===== config.mk =====
export PLATFORM = sky130hd
export DESIGN_NAME = erf_filter
export DESIGN_NICKNAME = d
export VERILOG_FILES = /design/src/verilog/erf_pkg.sv /design/src/verilog/erf_csum_if.sv /design/src/verilog/erf_csum.sv /design/src/verilog/erf_filter.sv
export VERILOG_INCLUDE_DIRS = /design/src /design/src/verilog
export SDC_FILE = /design/constraint.sdc
export NUM_CORES = 1
export LEC_CHECK = 0
export BUFFER_PORTS_ARGS = -buffer_cell sky130_fd_sc_hd__buf_2
export CELL_PAD_IN_SITES_DETAIL_PLACEMENT = 0
export CELL_PAD_IN_SITES_GLOBAL_PLACEMENT = 1
export CORE_MARGIN = 5
export CORE_UTILIZATION = 28
export CTS_CLUSTER_DIAMETER = 50
export DETAILED_ROUTE_END_ITERATION = 7
export PLACE_DENSITY_LB_ADDON = 0.05
export SLEW_MARGIN = 20
export SYNTH_ARGS = -nofsm -noshare
export SYNTH_HDL_FRONTEND = slang
export SYNTH_SLANG_ARGS = --single-unit

===== constraint.sdc =====
create_clock -name core_clk -period 10.4 [get_ports core_clk]
set_input_delay 3.12 -clock core_clk [delete_from_list [all_inputs] [get_ports core_clk]]
set_output_delay 3.12 -clock core_clk [all_outputs]
set_load 0.05 [all_outputs]

===== src/verilog/erf_params.svh =====
// constants of the receive filter: field positions, sizes, hash and checksum figures
// assumes it is included by bare name from the filter package and modules
//
// Overview of operation
// - unicast: all six destination bytes equal local address
// - pattern: ones-complement checksum of window equals expected
// - window starts at offset from destination's first byte
// - one mask bit per window byte selects it
// - window past frame end fails pattern test
// - masked bytes skipped, later bytes re-pair
// - wake-up: local destination, six FF, sixteen address copies
// - hash: destination CRC indexes table, bit must be set
// - empty table never passes, full table always passes
// - multicast: group bit of first byte set
// - broadcast: destination bytes all ones
// - half duplex loops own frames into receive
// - diagnostic loopback frames go through all enabled tests like received frames
// - AND needs every enabled test; OR any
// - CRC check drops bad-FCS frames when enabled
// - all controls clear accepts every frame
`ifndef ERF_PARAMS_SVH
`define ERF_PARAMS_SVH

`define ERF_UNICAST_EN_BIT   7
`define ERF_COMBINE_SEL_BIT  6
`define ERF_CRC_CHECK_BIT    5
`define ERF_PATTERN_EN_BIT   4
`define ERF_WAKEUP_EN_BIT    3
`define ERF_HASH_EN_BIT      2
`define ERF_MCAST_EN_BIT     1
`define ERF_BCAST_EN_BIT     0

`define ERF_MAC_BYTES        6
`define ERF_WIN_BYTES        64
`define ERF_SYNC_BYTES       6
`define ERF_ADDR_REPS        16
`define ERF_DATA_START       14
`define ERF_SYNC_VALUE       8'hFF
`define ERF_CRC_INIT         32'hFFFFFFFF
`define ERF_CRC_POLY         32'hEDB88320
`define ERF_HASH_LSB         23
`define ERF_HASH_IDX_W       6

`endif


===== src/verilog/erf_pkg.sv =====
// types shared by the receive filter modules
// assumes erf_params.svh is on the include path
`include "erf_params.svh"

package erf_pkg;

    typedef logic [7:0] erf_byte_t;

    typedef enum logic [1:0] {
        ERF_MG_SYNC = 2'b01,
        ERF_MG_ADDR = 2'b10
    } erf_mg_state_t;

endpackage : erf_pkg


===== src/verilog/erf_csum_if.sv =====
// carrier between the filter and its checksum accumulator
// assumes both ends run on the same clock
`timescale 1ns/10ps

interface erf_csum_if;
    import erf_pkg::*;
    logic       clr;
    logic       add;
    erf_byte_t  data;
    logic [15:0] sum;

    modport acc  (input clr, input add, input data, output sum);
    modport user (output clr, output add, output data, input sum);
endinterface : erf_csum_if


===== src/verilog/erf_csum.sv =====
// ones-complement checksum accumulator fed one included byte at a time
// assumes clr and add are same-clock strobes; clr with add starts a new sum with that byte
`timescale 1ns/10ps

module erf_csum (
    input  wire logic core_clk,
    input  wire logic rst,
    erf_csum_if.acc   bus
);
    import erf_pkg::*;

    logic [15:0] acc_ff;
    logic [15:0] nxt_acc;
    erf_byte_t   hi_ff;
    erf_byte_t   nxt_hi;
    logic        odd_ff;
    logic        nxt_odd;

    function automatic logic [15:0] oc_add(input logic [15:0] a, input logic [15:0] b);
        logic [16:0] s;
        s = {1'b0, a} + {1'b0, b};
        oc_add = s[15:0] + {15'h0000, s[16]};
    endfunction : oc_add

    ////////////////////////////////////////////////////////////////////////////
    // only included bytes reach here, so pairing follows the included stream
    always_comb begin
        logic [15:0] b_acc;
        logic        b_odd;
        b_acc   = bus.clr ? 16'h0000 : acc_ff;
        b_odd   = bus.clr ? 1'b0 : odd_ff;
        nxt_acc = b_acc;
        nxt_hi  = hi_ff;
        nxt_odd = b_odd;
        if (bus.add) begin
            if (!b_odd) begin
                nxt_hi  = bus.data;
                nxt_odd = 1'b1;
            end else begin
                nxt_acc = oc_add(b_acc, {hi_ff, bus.data});
                nxt_odd = 1'b0;
            end
        end
    end

    always_ff @(posedge core_clk) begin
        if (rst) begin
            acc_ff <= 16'h0000;
            hi_ff  <= 8'h00;
            odd_ff <= 1'b0;
        end else begin
            acc_ff <= nxt_acc;
            hi_ff  <= nxt_hi;
            odd_ff <= nxt_odd;
        end
    end

    // a lone trailing byte is padded with a zero low byte
    assign bus.sum = ~(odd_ff ? oc_add(acc_ff, {hi_ff, 8'h00}) : acc_ff);

endmodule : erf_csum


===== src/verilog/erf_filter.sv =====
// receive address and content filter: six tests, combine, CRC gate, keep/drop
// assumes byte streams from the MAC on core_clk, one byte per valid cycle,
// sof with the first destination byte and eof with the last CRC byte
`timescale 1ns/10ps

module erf_filter #(
    parameter int IDX_W = 16,
    parameter int OFS_W = 13
) (
    input  wire logic                core_clk,
    input  wire logic                rst,
    input  wire logic                rx_valid,
    input  wire logic                rx_sof,
    input  wire logic                rx_eof,
    input  wire erf_pkg::erf_byte_t  rx_data,
    input  wire logic                rx_crc_ok,
    input  wire logic                tx_valid,
    input  wire logic                tx_sof,
    input  wire logic                tx_eof,
    input  wire erf_pkg::erf_byte_t  tx_data,
    input  wire logic                full_duplex_mode,
    input  wire logic                diagnostic_loopback_enable,
    input  wire logic                half_duplex_loopback_disable,
    input  wire logic [47:0]         local_mac_address,
    input  wire logic [15:0]         pattern_expected_checksum,
    input  wire logic [OFS_W-1:0]    pattern_window_offset,
    input  wire logic [63:0]         pattern_byte_mask,
    input  wire logic [63:0]         hash_table_bits,
    input  wire logic [7:0]          receive_filter_control,
    output logic                     frame_keep,
    output logic                     frame_drop,
    output logic [5:0]               filter_hits
);
    import erf_pkg::*;

    generate
        if (IDX_W < 11 || OFS_W > IDX_W || OFS_W < 1) begin : g_bad
            $error("erf_filter: IDX_W must be >= 11 and cover OFS_W");
        end
    endgenerate

    ////////////////////////////////////////////////////////////////////////////
    // source select: looped transmit frames enter like network frames, except that their FCS counts as good
    logic      loop_on;
    logic      use_tx;
    logic      s_valid;
    logic      s_sof;
    logic      s_eof;
    erf_byte_t s_data;
    logic      s_crc_ok;

    always_comb begin
        loop_on  = full_duplex_mode ? diagnostic_loopback_enable
                                    : !half_duplex_loopback_disable;
        // full-duplex loopback ignores the wire; half duplex owns the medium while sending
        use_tx   = loop_on && (full_duplex_mode || tx_valid);
        s_valid  = use_tx ? tx_valid : rx_valid;
        s_sof    = use_tx ? tx_sof : rx_sof;
        s_eof    = use_tx ? tx_eof : rx_eof;
        s_data   = use_tx ? tx_data : rx_data;
        // own frames carry a freshly generated FCS
        s_crc_ok = use_tx ? 1'b1 : rx_crc_ok;
    end

    ////////////////////////////////////////////////////////////////////////////
    // per-byte test state
    erf_csum_if csum ();

    erf_csum u_csum (
        .core_clk (core_clk),
        .rst      (rst),
        .bus      (csum)
    );

    logic [IDX_W-1:0] idx_ff,    nxt_idx;
    logic [IDX_W-1:0] len_ff,    nxt_len;
    logic             uc_ff,     nxt_uc;
    logic             bc_ff,     nxt_bc;
    logic             mc_ff,     nxt_mc;
    logic [31:0]      crc_ff,    nxt_crc;
    erf_mg_state_t    mg_st_ff,  nxt_mg_st;
    logic [4:0]       mg_cnt_ff, nxt_mg_cnt;
    logic [2:0]       mg_pos_ff, nxt_mg_pos;
    logic             mg_hit_ff, nxt_mg_hit;
    logic             done_ff,   nxt_done;
    logic             crcok_ff,  nxt_crcok;

    function automatic logic [31:0] crc_byte(input logic [31:0] c, input erf_byte_t d);
        logic [31:0] r;
        r = c;
        for (int i = 0; i < 8; i++) begin
            r = r[0] ^ d[i] ? ((r >> 1) ^ `ERF_CRC_POLY) : (r >> 1);
        end
        crc_byte = r;
    endfunction : crc_byte

    always_comb begin
        logic [IDX_W-1:0] p;
        logic [IDX_W:0]   rel;
        erf_byte_t        exp_b;
        p          = s_sof ? '0 : idx_ff;
        rel        = {1'b0, p} - {{(IDX_W - OFS_W + 1){1'b0}}, pattern_window_offset};
        exp_b      = local_mac_address[8 * (`ERF_MAC_BYTES - 1 - int'(mg_pos_ff)) +: 8];
        nxt_idx    = idx_ff;
        nxt_len    = len_ff;
        nxt_uc     = uc_ff;
        nxt_bc     = bc_ff;
        nxt_mc     = mc_ff;
        nxt_crc    = crc_ff;
        nxt_mg_st  = mg_st_ff;
        nxt_mg_cnt = mg_cnt_ff;
        nxt_mg_pos = mg_pos_ff;
        nxt_mg_hit = mg_hit_ff;
        nxt_done   = 1'b0;
        nxt_crcok  = crcok_ff;
        csum.clr   = s_valid && s_sof;
        csum.data  = s_data;
        // window byte k is included by mask bit k
        csum.add   = s_valid && !rel[IDX_W] && rel < (IDX_W + 1)'(`ERF_WIN_BYTES)
                     && pattern_byte_mask[rel[5:0]];
        if (s_valid) begin
            if (s_sof) begin
                nxt_uc     = 1'b1;
                nxt_bc     = 1'b1;
                nxt_crc    = `ERF_CRC_INIT;
                nxt_mg_st  = ERF_MG_SYNC;
                nxt_mg_cnt = 5'h00;
                nxt_mg_pos = 3'h0;
                nxt_mg_hit = 1'b0;
                nxt_mc     = s_data[0];
            end
            nxt_idx = p + 1'b1;
            if (p < IDX_W'(`ERF_MAC_BYTES)) begin
                if (s_data != local_mac_address[8 * (`ERF_MAC_BYTES - 1 - int'(p)) +: 8])
                    nxt_uc = 1'b0;
                if (s_data != 8'hFF)
                    nxt_bc = 1'b0;
                nxt_crc = crc_byte(s_sof ? `ERF_CRC_INIT : crc_ff, s_data);
            end else if (p >= IDX_W'(`ERF_DATA_START) && !mg_hit_ff) begin
                // wake-up search over the data field
                case (mg_st_ff)
                    ERF_MG_SYNC: begin
                        if (s_data == `ERF_SYNC_VALUE) begin
                            if (mg_cnt_ff == 5'(`ERF_SYNC_BYTES - 1)) begin
                                nxt_mg_st  = ERF_MG_ADDR;
                                nxt_mg_cnt = 5'h00;
                                nxt_mg_pos = 3'h0;
                            end else begin
                                nxt_mg_cnt = mg_cnt_ff + 5'h01;
                            end
                        end else begin
                            nxt_mg_cnt = 5'h00;
                        end
                    end
                    ERF_MG_ADDR: begin
                        if (s_data == exp_b) begin
                            if (mg_pos_ff == 3'(`ERF_MAC_BYTES - 1)) begin
                                nxt_mg_pos = 3'h0;
                                if (mg_cnt_ff == 5'(`ERF_ADDR_REPS - 1))
                                    nxt_mg_hit = 1'b1;
                                else
                                    nxt_mg_cnt = mg_cnt_ff + 5'h01;
                            end else begin
                                nxt_mg_pos = mg_pos_ff + 3'h1;
                            end
                        end else if (s_data == `ERF_SYNC_VALUE && mg_cnt_ff == 5'h00
                                     && mg_pos_ff == 3'h0) begin
                            // longer sync runs stay in place
                            nxt_mg_st = ERF_MG_ADDR;
                        end else begin
                            nxt_mg_st  = ERF_MG_SYNC;
                            nxt_mg_cnt = (s_data == `ERF_SYNC_VALUE) ? 5'h01 : 5'h00;
                            nxt_mg_pos = 3'h0;
                        end
                    end
                    default: begin
                        nxt_mg_st  = ERF_MG_SYNC;
                        nxt_mg_cnt = 5'h00;
                    end
                endcase
            end
            if (s_eof) begin
                nxt_len   = p + 1'b1;
                nxt_done  = 1'b1;
                nxt_crcok = s_crc_ok;
            end
        end
    end

    always_ff @(posedge core_clk) begin
        if (rst) begin
            idx_ff    <= '0;
            len_ff    <= '0;
            uc_ff     <= 1'b0;
            bc_ff     <= 1'b0;
            mc_ff     <= 1'b0;
            crc_ff    <= `ERF_CRC_INIT;
            mg_st_ff  <= ERF_MG_SYNC;
            mg_cnt_ff <= 5'h00;
            mg_pos_ff <= 3'h0;
            mg_hit_ff <= 1'b0;
            done_ff   <= 1'b0;
            crcok_ff  <= 1'b0;
        end else begin
            idx_ff    <= nxt_idx;
            len_ff    <= nxt_len;
            uc_ff     <= nxt_uc;
            bc_ff     <= nxt_bc;
            mc_ff     <= nxt_mc;
            crc_ff    <= nxt_crc;
            mg_st_ff  <= nxt_mg_st;
            mg_cnt_ff <= nxt_mg_cnt;
            mg_pos_ff <= nxt_mg_pos;
            mg_hit_ff <= nxt_mg_hit;
            done_ff   <= nxt_done;
            crcok_ff  <= nxt_crcok;
        end
    end

    ////////////////////////////////////////////////////////////////////////////
    // decision, one cycle after the last byte so the checksum holds it
    logic       keep_ff, nxt_keep;
    logic       drop_ff, nxt_drop;
    logic [5:0] hits_ff, nxt_hits;

    always_comb begin
        logic [5:0]     hit;
        logic [5:0]     en;
        logic [IDX_W:0] need;
        logic           pass;
        pass = 1'b0;
        hit  = 6'h00;
        need = {{(IDX_W - OFS_W + 1){1'b0}}, pattern_window_offset}
               + (IDX_W + 1)'(`ERF_WIN_BYTES);
        hit[5] = uc_ff;
        hit[4] = ({1'b0, len_ff} >= need)
                 && (csum.sum == pattern_expected_checksum);
        hit[3] = uc_ff && mg_hit_ff;
        // one table bit per index, so empty/full tables decide alone
        hit[2] = hash_table_bits[crc_ff[`ERF_HASH_LSB +: `ERF_HASH_IDX_W]];
        hit[1] = mc_ff;
        hit[0] = bc_ff;
        en     = {receive_filter_control[`ERF_UNICAST_EN_BIT],
                  receive_filter_control[`ERF_PATTERN_EN_BIT:`ERF_BCAST_EN_BIT]};
        if (receive_filter_control[`ERF_COMBINE_SEL_BIT])
            pass = &(~en | hit);
        else
            pass = (en == 6'h00) || |(en & hit);
        if (receive_filter_control[`ERF_CRC_CHECK_BIT] && !crcok_ff)
            pass = 1'b0;
        nxt_keep = done_ff && pass;
        nxt_drop = done_ff && !pass;
        nxt_hits = done_ff ? hit : hits_ff;
    end

    always_ff @(posedge core_clk) begin
        if (rst) begin
            keep_ff <= 1'b0;
            drop_ff <= 1'b0;
            hits_ff <= 6'h00;
        end else begin
            keep_ff <= nxt_keep;
            drop_ff <= nxt_drop;
            hits_ff <= nxt_hits;
        end
    end

    assign frame_keep  = keep_ff;
    assign frame_drop  = drop_ff;
    assign filter_hits = hits_ff;

endmodule : erf_filter


==> flow_summary.ini, run 1 <==
[worst_hold_path]
min_from = len_ff[5]$_SDFFE_PP0P_
min_path_type = reg -> reg
hold_depth = 2
whs_endpoint = len_ff[5]$_SDFFE_PP0P_

[status]
run_status = complete, no violations

[clock_network]
cts_setup_buffers = 0
cts_tree = done
clock-root-buffer = clkbuf_16
insertion_delay_ns = 0.43
path_clk_slew_ns = 0.06
cts_resized = 0
cts_sinks = 113
numCtsBuffers = 17
clk_path_buf_depth = 2
ctsHoldBuffers = 0
htree_levels = 4

[logic_synthesis]
synth_nets = 1813
synth_area_mm2 = 0.0122
synth_area_per_cell_um2 = 8.16
synth-edff-count = 0
synth_area_leader_cell = dfxtp_1
synth_top_cell_area_share_pct = 18.5
synthDistinctLibCells = 92
yosys_most_used_dff = dfxtp_1
synthArstFlopShare_pct = 0
yosysMostFrequentCell = nor2_1
ys_ff_latch = 113
ys_seq_area_share_pct = 18.5
ys_warn_count = 0
synth_area_leaders = dfxtp_1, mux4_2, ha_1
synth_common_cells = nor2_1, dfxtp_1, nand2_1, xnor2_1, a21oi_1
syn_inst = 1500

[placement]
dp_hpwl_um = 38200
gp_congestion = 0.818
numPortBuffers = 248
dp_cells = 2264

[global_routing]
grt_max_degree = 66
antenna_found_initial = 0
grt_pass1_wl_um = 73700
first_global_vias = 12300
grt_use_total_pct = 19.8
gr-total-overflow = 0

[timing]
setup_viol = 0
skew_ns = 0.0125
hold_viol_final = 0
tns_ns = 0
worst_slew_margin_rel_pct = 43.2
period_share_pct = 81.7
fmax_mhz = 118
maxSlewViolCount = 0
grt_setup_unrepaired = no
tightest_slew_ns = 0.850
period_minus_slack_ns = 8.50

[route]
post_drt_wl_per_cell_um = 20.9
drc = 0
via_per_inst = 5.28
vias = 12100
drt_iter0_drc = 486
dr.pass1.iters = 5
detail-route-antenna-nets = 0
routed_wl_um = 47900

[power]
p_seq_share_pct = 27.4
swShare_pct = 36.3
p_leak_nw = 5.73
ir_drop_uv = 85.2
pwr_density_cell_mw_per_mm2 = 132
p_comb_share_pct = 41.5
p_clk_share_pct = 31.1
p_int_mw = 1.22
power_mw = 1.92
p_switching_mw = 0.696

[run]
cap_violations = 0

[setup_path]
r2r_cells = 15
setup.worst_path.start_class = input pin
critPathRequiredTime_ns = 10.68
critPathCaptureType = register
critical_path_arrival_ns = 8.77
worst-path-max-fanout = 15
regToRegEndpoint = u_csum.hi_ff[3]$_SDFFE_PP0P_
crit_type = in -> reg
r2r_start = idx_ff[0]$_SDFFE_PP0N_
cp-startpoint = full_duplex_mode
reg2reg_slack_ns = 5.08

[die]
die_x_um = 219
io_pins = 249
initial_core_util_pct = 28.3
core-area_mm2 = 0.0432
std_cell_rows = 76
die_y_um = 219
dieArea_mm2 = 0.0480

[finish]
post-route-util_pct = 33.7
final_layout_size_suffix_gt1_share_pct = 24.9
antenna_cells = 0
fin_cells = 2294
fill_cells = 4671
nets = 2011
area_growth_pct = 18.9
routing by layer:
metal	vias up	global-route usage [%]	routed length, um
li1	5984	-	-
met1	5847	26.2	22200
met2	236	33.3	22700
met3	45	3.70	2140
met4	0	4.81	865
met5	-	0	0
cell type report:
cell class / count / area, um2 / area share (%)
repair buffers: 271 / 1420 / 9.74
multi-input cells: 1235 / 9330 / 64.1
well taps: 585 / 732 / 5.03
inverters: 60 / 228 / 1.57
clock inverters: 9 / 109 / 0.748
clock buffers: 21 / 470 / 3.23
flip-flops and latches: 113 / 2260 / 15.6
worst max-delay path by stage:
stage                                   end  slack (ns)  depth (start not counted)
4_1_cts        u_csum.hi_ff[7]$_SDFFE_PP0P_        1.93                         19
5_1_grt        u_csum.acc_ff[15]$_SDFF_PP0_        1.34                         25
3_5_place_dp   u_csum.hi_ff[7]$_SDFFE_PP0P_        1.48                         19
3_3_place_gp   u_csum.hi_ff[3]$_SDFFE_PP0P_        1.55                         19
6_report       u_csum.acc_ff[15]$_SDFF_PP0_        1.90                         25
2_1_floorplan  u_csum.hi_ff[6]$_SDFFE_PP0P_        2.09                         24
power groups by stage:
stage | logic [mW] | registers (mW) | clock network [mW]
final | 0.796 | 0.525 | 0.597
after global routing | 0.866 | 0.534 | 0.638
after CTS | 0.809 | 0.527 | 0.617
after detailed placement | 0.804 | 0.536 | 0
after global placement | 0.806 | 0.536 | 0
after floorplan | 0.615 | 0.508 | 0
flip-flops by register name, summed over array words and instances, names as in the netlist:
signal and flops:
crcok_ff 1, frame_keep 1, u_csum.odd_ff 1, frame_drop 1, mg_st_ff 2, uc_ff 1, idx_ff 16, u_csum.hi_ff 8
len_ff 16, done_ff 1, mc_ff 1, bc_ff 1, mg_hit_ff 1, mg_cnt_ff 5, mg_pos_ff 3, filter_hits 6
crc_ff 32, u_csum.acc_ff 16
metrics by stage:
step | hold WS (ns) | area, um2 | setup slack (ns)
after global placement | 0.446 | 14000 | 1.55
after detailed placement | 0.452 | 14000 | 1.48
after global routing | 0.483 | 14500 | 1.34
final | 0.460 | 14500 | 1.90
after CTS | 0.466 | 14500 | 1.93
after floorplan | 0.436 | 12200 | 2.09
logic make-up after synthesis:
family | after synthesis | synth area share [%]
simple gates | 559 | 23.8
compound gates | 383 | 21.7
buf+inv | 152 | 5.32
xor+xnor | 139 | 11.5
flops | 113 | 18.5
mux | 82 | 11.6
fa+ha+maj | 72 | 7.55
layout by cell type, fill, tap and decap left out, types with 12 or more instances in the layout:
| master | count |
|---|---|
| o21a_1 | 16 |
| mux2i_1 | 23 |
| a211o_1 | 31 |
| nor4_1 | 15 |
| a211oi_1 | 52 |
| a31oi_1 | 15 |
| inv_1 | 53 |
| mux4_2 | 47 |
| nand4_1 | 32 |
| a21o_1 | 13 |
| and3_1 | 15 |
| nor2_1 | 157 |
| or3_1 | 14 |
| clkbuf_16 | 17 |
| and2_1 | 27 |
| a21oi_1 | 76 |
| xnor2_1 | 85 |
| a22oi_1 | 13 |
| nand2b_1 | 15 |
| nor2b_1 | 14 |
| buf_4 | 24 |
| o21ai_0 | 60 |
| xor2_1 | 38 |
| ha_1 | 69 |
| dfxtp_1 | 112 |
| mux2_2 | 12 |
| nand3_1 | 57 |
| buf_2 | 247 |
| nand2_1 | 99 |
| nor3_1 | 48 |
critical path, stage by stage:
cell,delay [ns]
buf_2,0.13
nand2_1,0.41
o21ai_0,0.25
a22o_1,0.26
nand2_1,0.29
and2_1,0.20
ha_1,0.17
inv_1,0.07
fa_1,0.41
nor2b_1,0.18
o31a_1,0.25
o21ai_0,0.19
o211ai_1,0.24
and3_1,0.20
o21ai_0,0.07
nand2b_1,0.11
ha_1,0.18
nand3_1,0.11
a211oi_1,0.30
nand4_1,0.17
nor4_1,0.44
nand4_1,0.26
or4_1,0.45
a211oi_1,0.24
nor3_1,0.07
No activity file was read; power rests on OpenSTA's default activity.
==> run 2, diff against run 1 <==
Clock period 10.4 ns to 8 ns, I/O delays scaled along.
==> run 2 against run 1 <==
Compared with the run above: non-clock buffer count increased by 23; critical path type unchanged; combinational power increased by 32%; highest routed layer unchanged; global-route usage increased by 0.065 points; sequential share of layout area decreased by 0.26 points; core utilization increased by 0.58 points.
==> flow_summary.ini, run 2 (same netlist as run 1, synthesis figures left out) <==
[setup_path]
crit_chain = buf_2 -> or3b_4 -> a21boi_2 -> nor3_2 -> inv_1 -> ha_1 -> inv_1 -> fa_1 -> mux4_2 -> mux2_2 -> a211oi_1 -> a211oi_1 -> a2111oi_0 -> nor4_1 -> buf_4 -> and3b_1 -> and2_1 -> ha_1 -> nor2_1 -> a311oi_1
worst-path-max-fanout = 16
critical_path_arrival_ns = 7.67
critPathRequiredTime_ns = 8.29
cp_slowest_stage_delay_ns = 0.98
critPathCaptureType = register
r2r_start = idx_ff[0]$_SDFFE_PP0N_
cp-startpoint = half_duplex_loopback_disable
crit_slowest_cell = fa_1
crit_type = in -> reg
setup.worst_path.start_class = input pin

[timing]
skew_ns = 0.0195
grt_setup_unrepaired = no
worst_slew_margin_rel_pct = 33.6
hold_viol_final = 0
setup_ws_ns = 0.614
holdWs_ns = 0.461
fmax_mhz = 135
period_share_pct = 92.3
tightest_slew_ns = 0.994
period_minus_slack_ns = 7.39
tns_ns = 0
maxSlewViolCount = 0
setup_viol = 0

[die]
die_y_um = 219
dieArea_mm2 = 0.0480
io_pins = 249
std_cell_rows = 76
die_x_um = 219
initial_core_util_pct = 28.3
core-area_mm2 = 0.0432

[clock_network]
numCtsBuffers = 17
cts_tree = done
cts_sinks = 113
cts_setup_buffers = 0
insertion_delay_ns = 0.45
ctsHoldBuffers = 0
cts_resized = 0
path_clk_slew_ns = 0.06
htree_levels = 4
clock-root-buffer = clkbuf_16
clk_path_buf_depth = 2

[global_routing]
gr-total-overflow = 0
grt_use_total_pct = 19.8
antenna_found_initial = 0
grt_max_degree = 76
grt_pass1_wl_um = 73800
first_global_vias = 12300

[route]
vias = 12200
post_drt_wl_per_cell_um = 20.9
detail-route-antenna-nets = 0
drt_iter0_drc = 645
drc = 0
routed_wl_um = 48600
via_per_inst = 5.26
dr.pass1.iters = 5

[finish]
nets = 2034
layout_commonest_cell = buf_2
final_layout_size_suffix_gt1_share_pct = 26.0
antenna_cells = 0
fill_cells = 4653
area_growth_pct = 21.0
layout_common_cells = buf_2, nor2_1, dfxtp_1
largest_reg_flops = 32
largest-register = crc_ff

[power]
p_switching_mw = 0.925
p_leak_nw = 5.87
swShare_pct = 35.5
p_seq_share_pct = 26.2
p_clk_share_pct = 33.5
ir_drop_uv = 127
p_comb_share_pct = 40.4
p_int_mw = 1.68
pwr_density_cell_mw_per_mm2 = 176

[placement]
gp_congestion = 0.852
dp_hpwl_um = 38800
place_ws_ns = 0.131
numPortBuffers = 248

[status]
run_status = complete, no violations

[worst_hold_path]
min_path_type = reg -> reg
min_from = crc_ff[16]$_SDFFE_PP1N_

[run]
cap_violations = 0
==> run 2: cell count changes in the layout (fill, tap and decap cells not counted) <==
| cell | change |
|---|---|
| clkbuf_8 | -2 |
| nand2_2 | +1 |
| nand2_1 | -1 |
| bufinv_16 | +3 |
| clkbuf_1 | +1 |
| clkinv_4 | +1 |
| clkinv_2 | -2 |
| inv_6 | +1 |
| buf_4 | +23 |
==> run 2: worst max-delay path, delay by kind of cell <==
kind,cells,cell delay [ns]
AND/OR/NAND/NOR,6,1.21
adder cells (fa/ha/maj),3,1.57
AO/OA/AOI/OAI,5,1.23
multiplexers,2,0.68
buffers and inverters,4,0.56
==> run 2: power by group through the flow <==
stage	Combinational (mW)	Clock [mW]	Sequential (mW)
after floorplan	0.800	0	0.660
after global placement	1.06	0	0.697
after detailed placement	1.06	0	0.697
after CTS	1.06	0.895	0.685
after global routing	1.15	0.912	0.694
final	1.05	0.872	0.682
==> run 2: layer usage <==
layer  global-route usage, %  part of all wire [%]  vias up
met1                    26.8                    47     5861
met3                    3.59                   4.6       42
met4                    5.09                   1.8        0
met2                    32.7                    47      273
met5                       0                     0        -
li1                        -                     -     6021
==> run 2: path summary, 6_finish.rpt <==
check                                                     to  slack, ns  cells past startpoint
worst max-delay path            u_csum.hi_ff[7]$_SDFFE_PP0P_       0.61                     20
worst min-delay path                 crc_ff[16]$_SDFFE_PP1N_       0.46                      1
worst max register to register  u_csum.hi_ff[7]$_SDFFE_PP0P_       2.81                     18
worst min register to register       crc_ff[16]$_SDFFE_PP1N_       0.46                      1
==> run 2: cell type report <==
class,instances,area [um2],share of cell area [%]
Timing Repair Buffer,294,1590,10.7
Clock buffer,20,447,3.02
Inverter,60,228,1.54
Multi-Input combinational cell,1235,9330,63.1
Tap cell,585,732,4.95
Sequential cell,113,2260,15.3
Clock inverter,12,206,1.40
==> run 2: through the flow <==
| stage | instance area (um2) | instances | total power [mW] | util, % |
|---|---|---|---|---|
| 2_1_floorplan | 12200 | 1500 | 1.46 | - |
| 3_3_place_gp | 14100 | 2287 | 1.76 | 32.8 |
| 3_5_place_dp | 14100 | 2287 | 1.75 | 32.8 |
| 4_1_cts | 14800 | 2319 | 2.64 | 34.3 |
| 5_1_grt | 14800 | 2319 | 2.76 | 34.3 |
| 6_report | 14800 | 2319 | 2.61 | 34.3 |
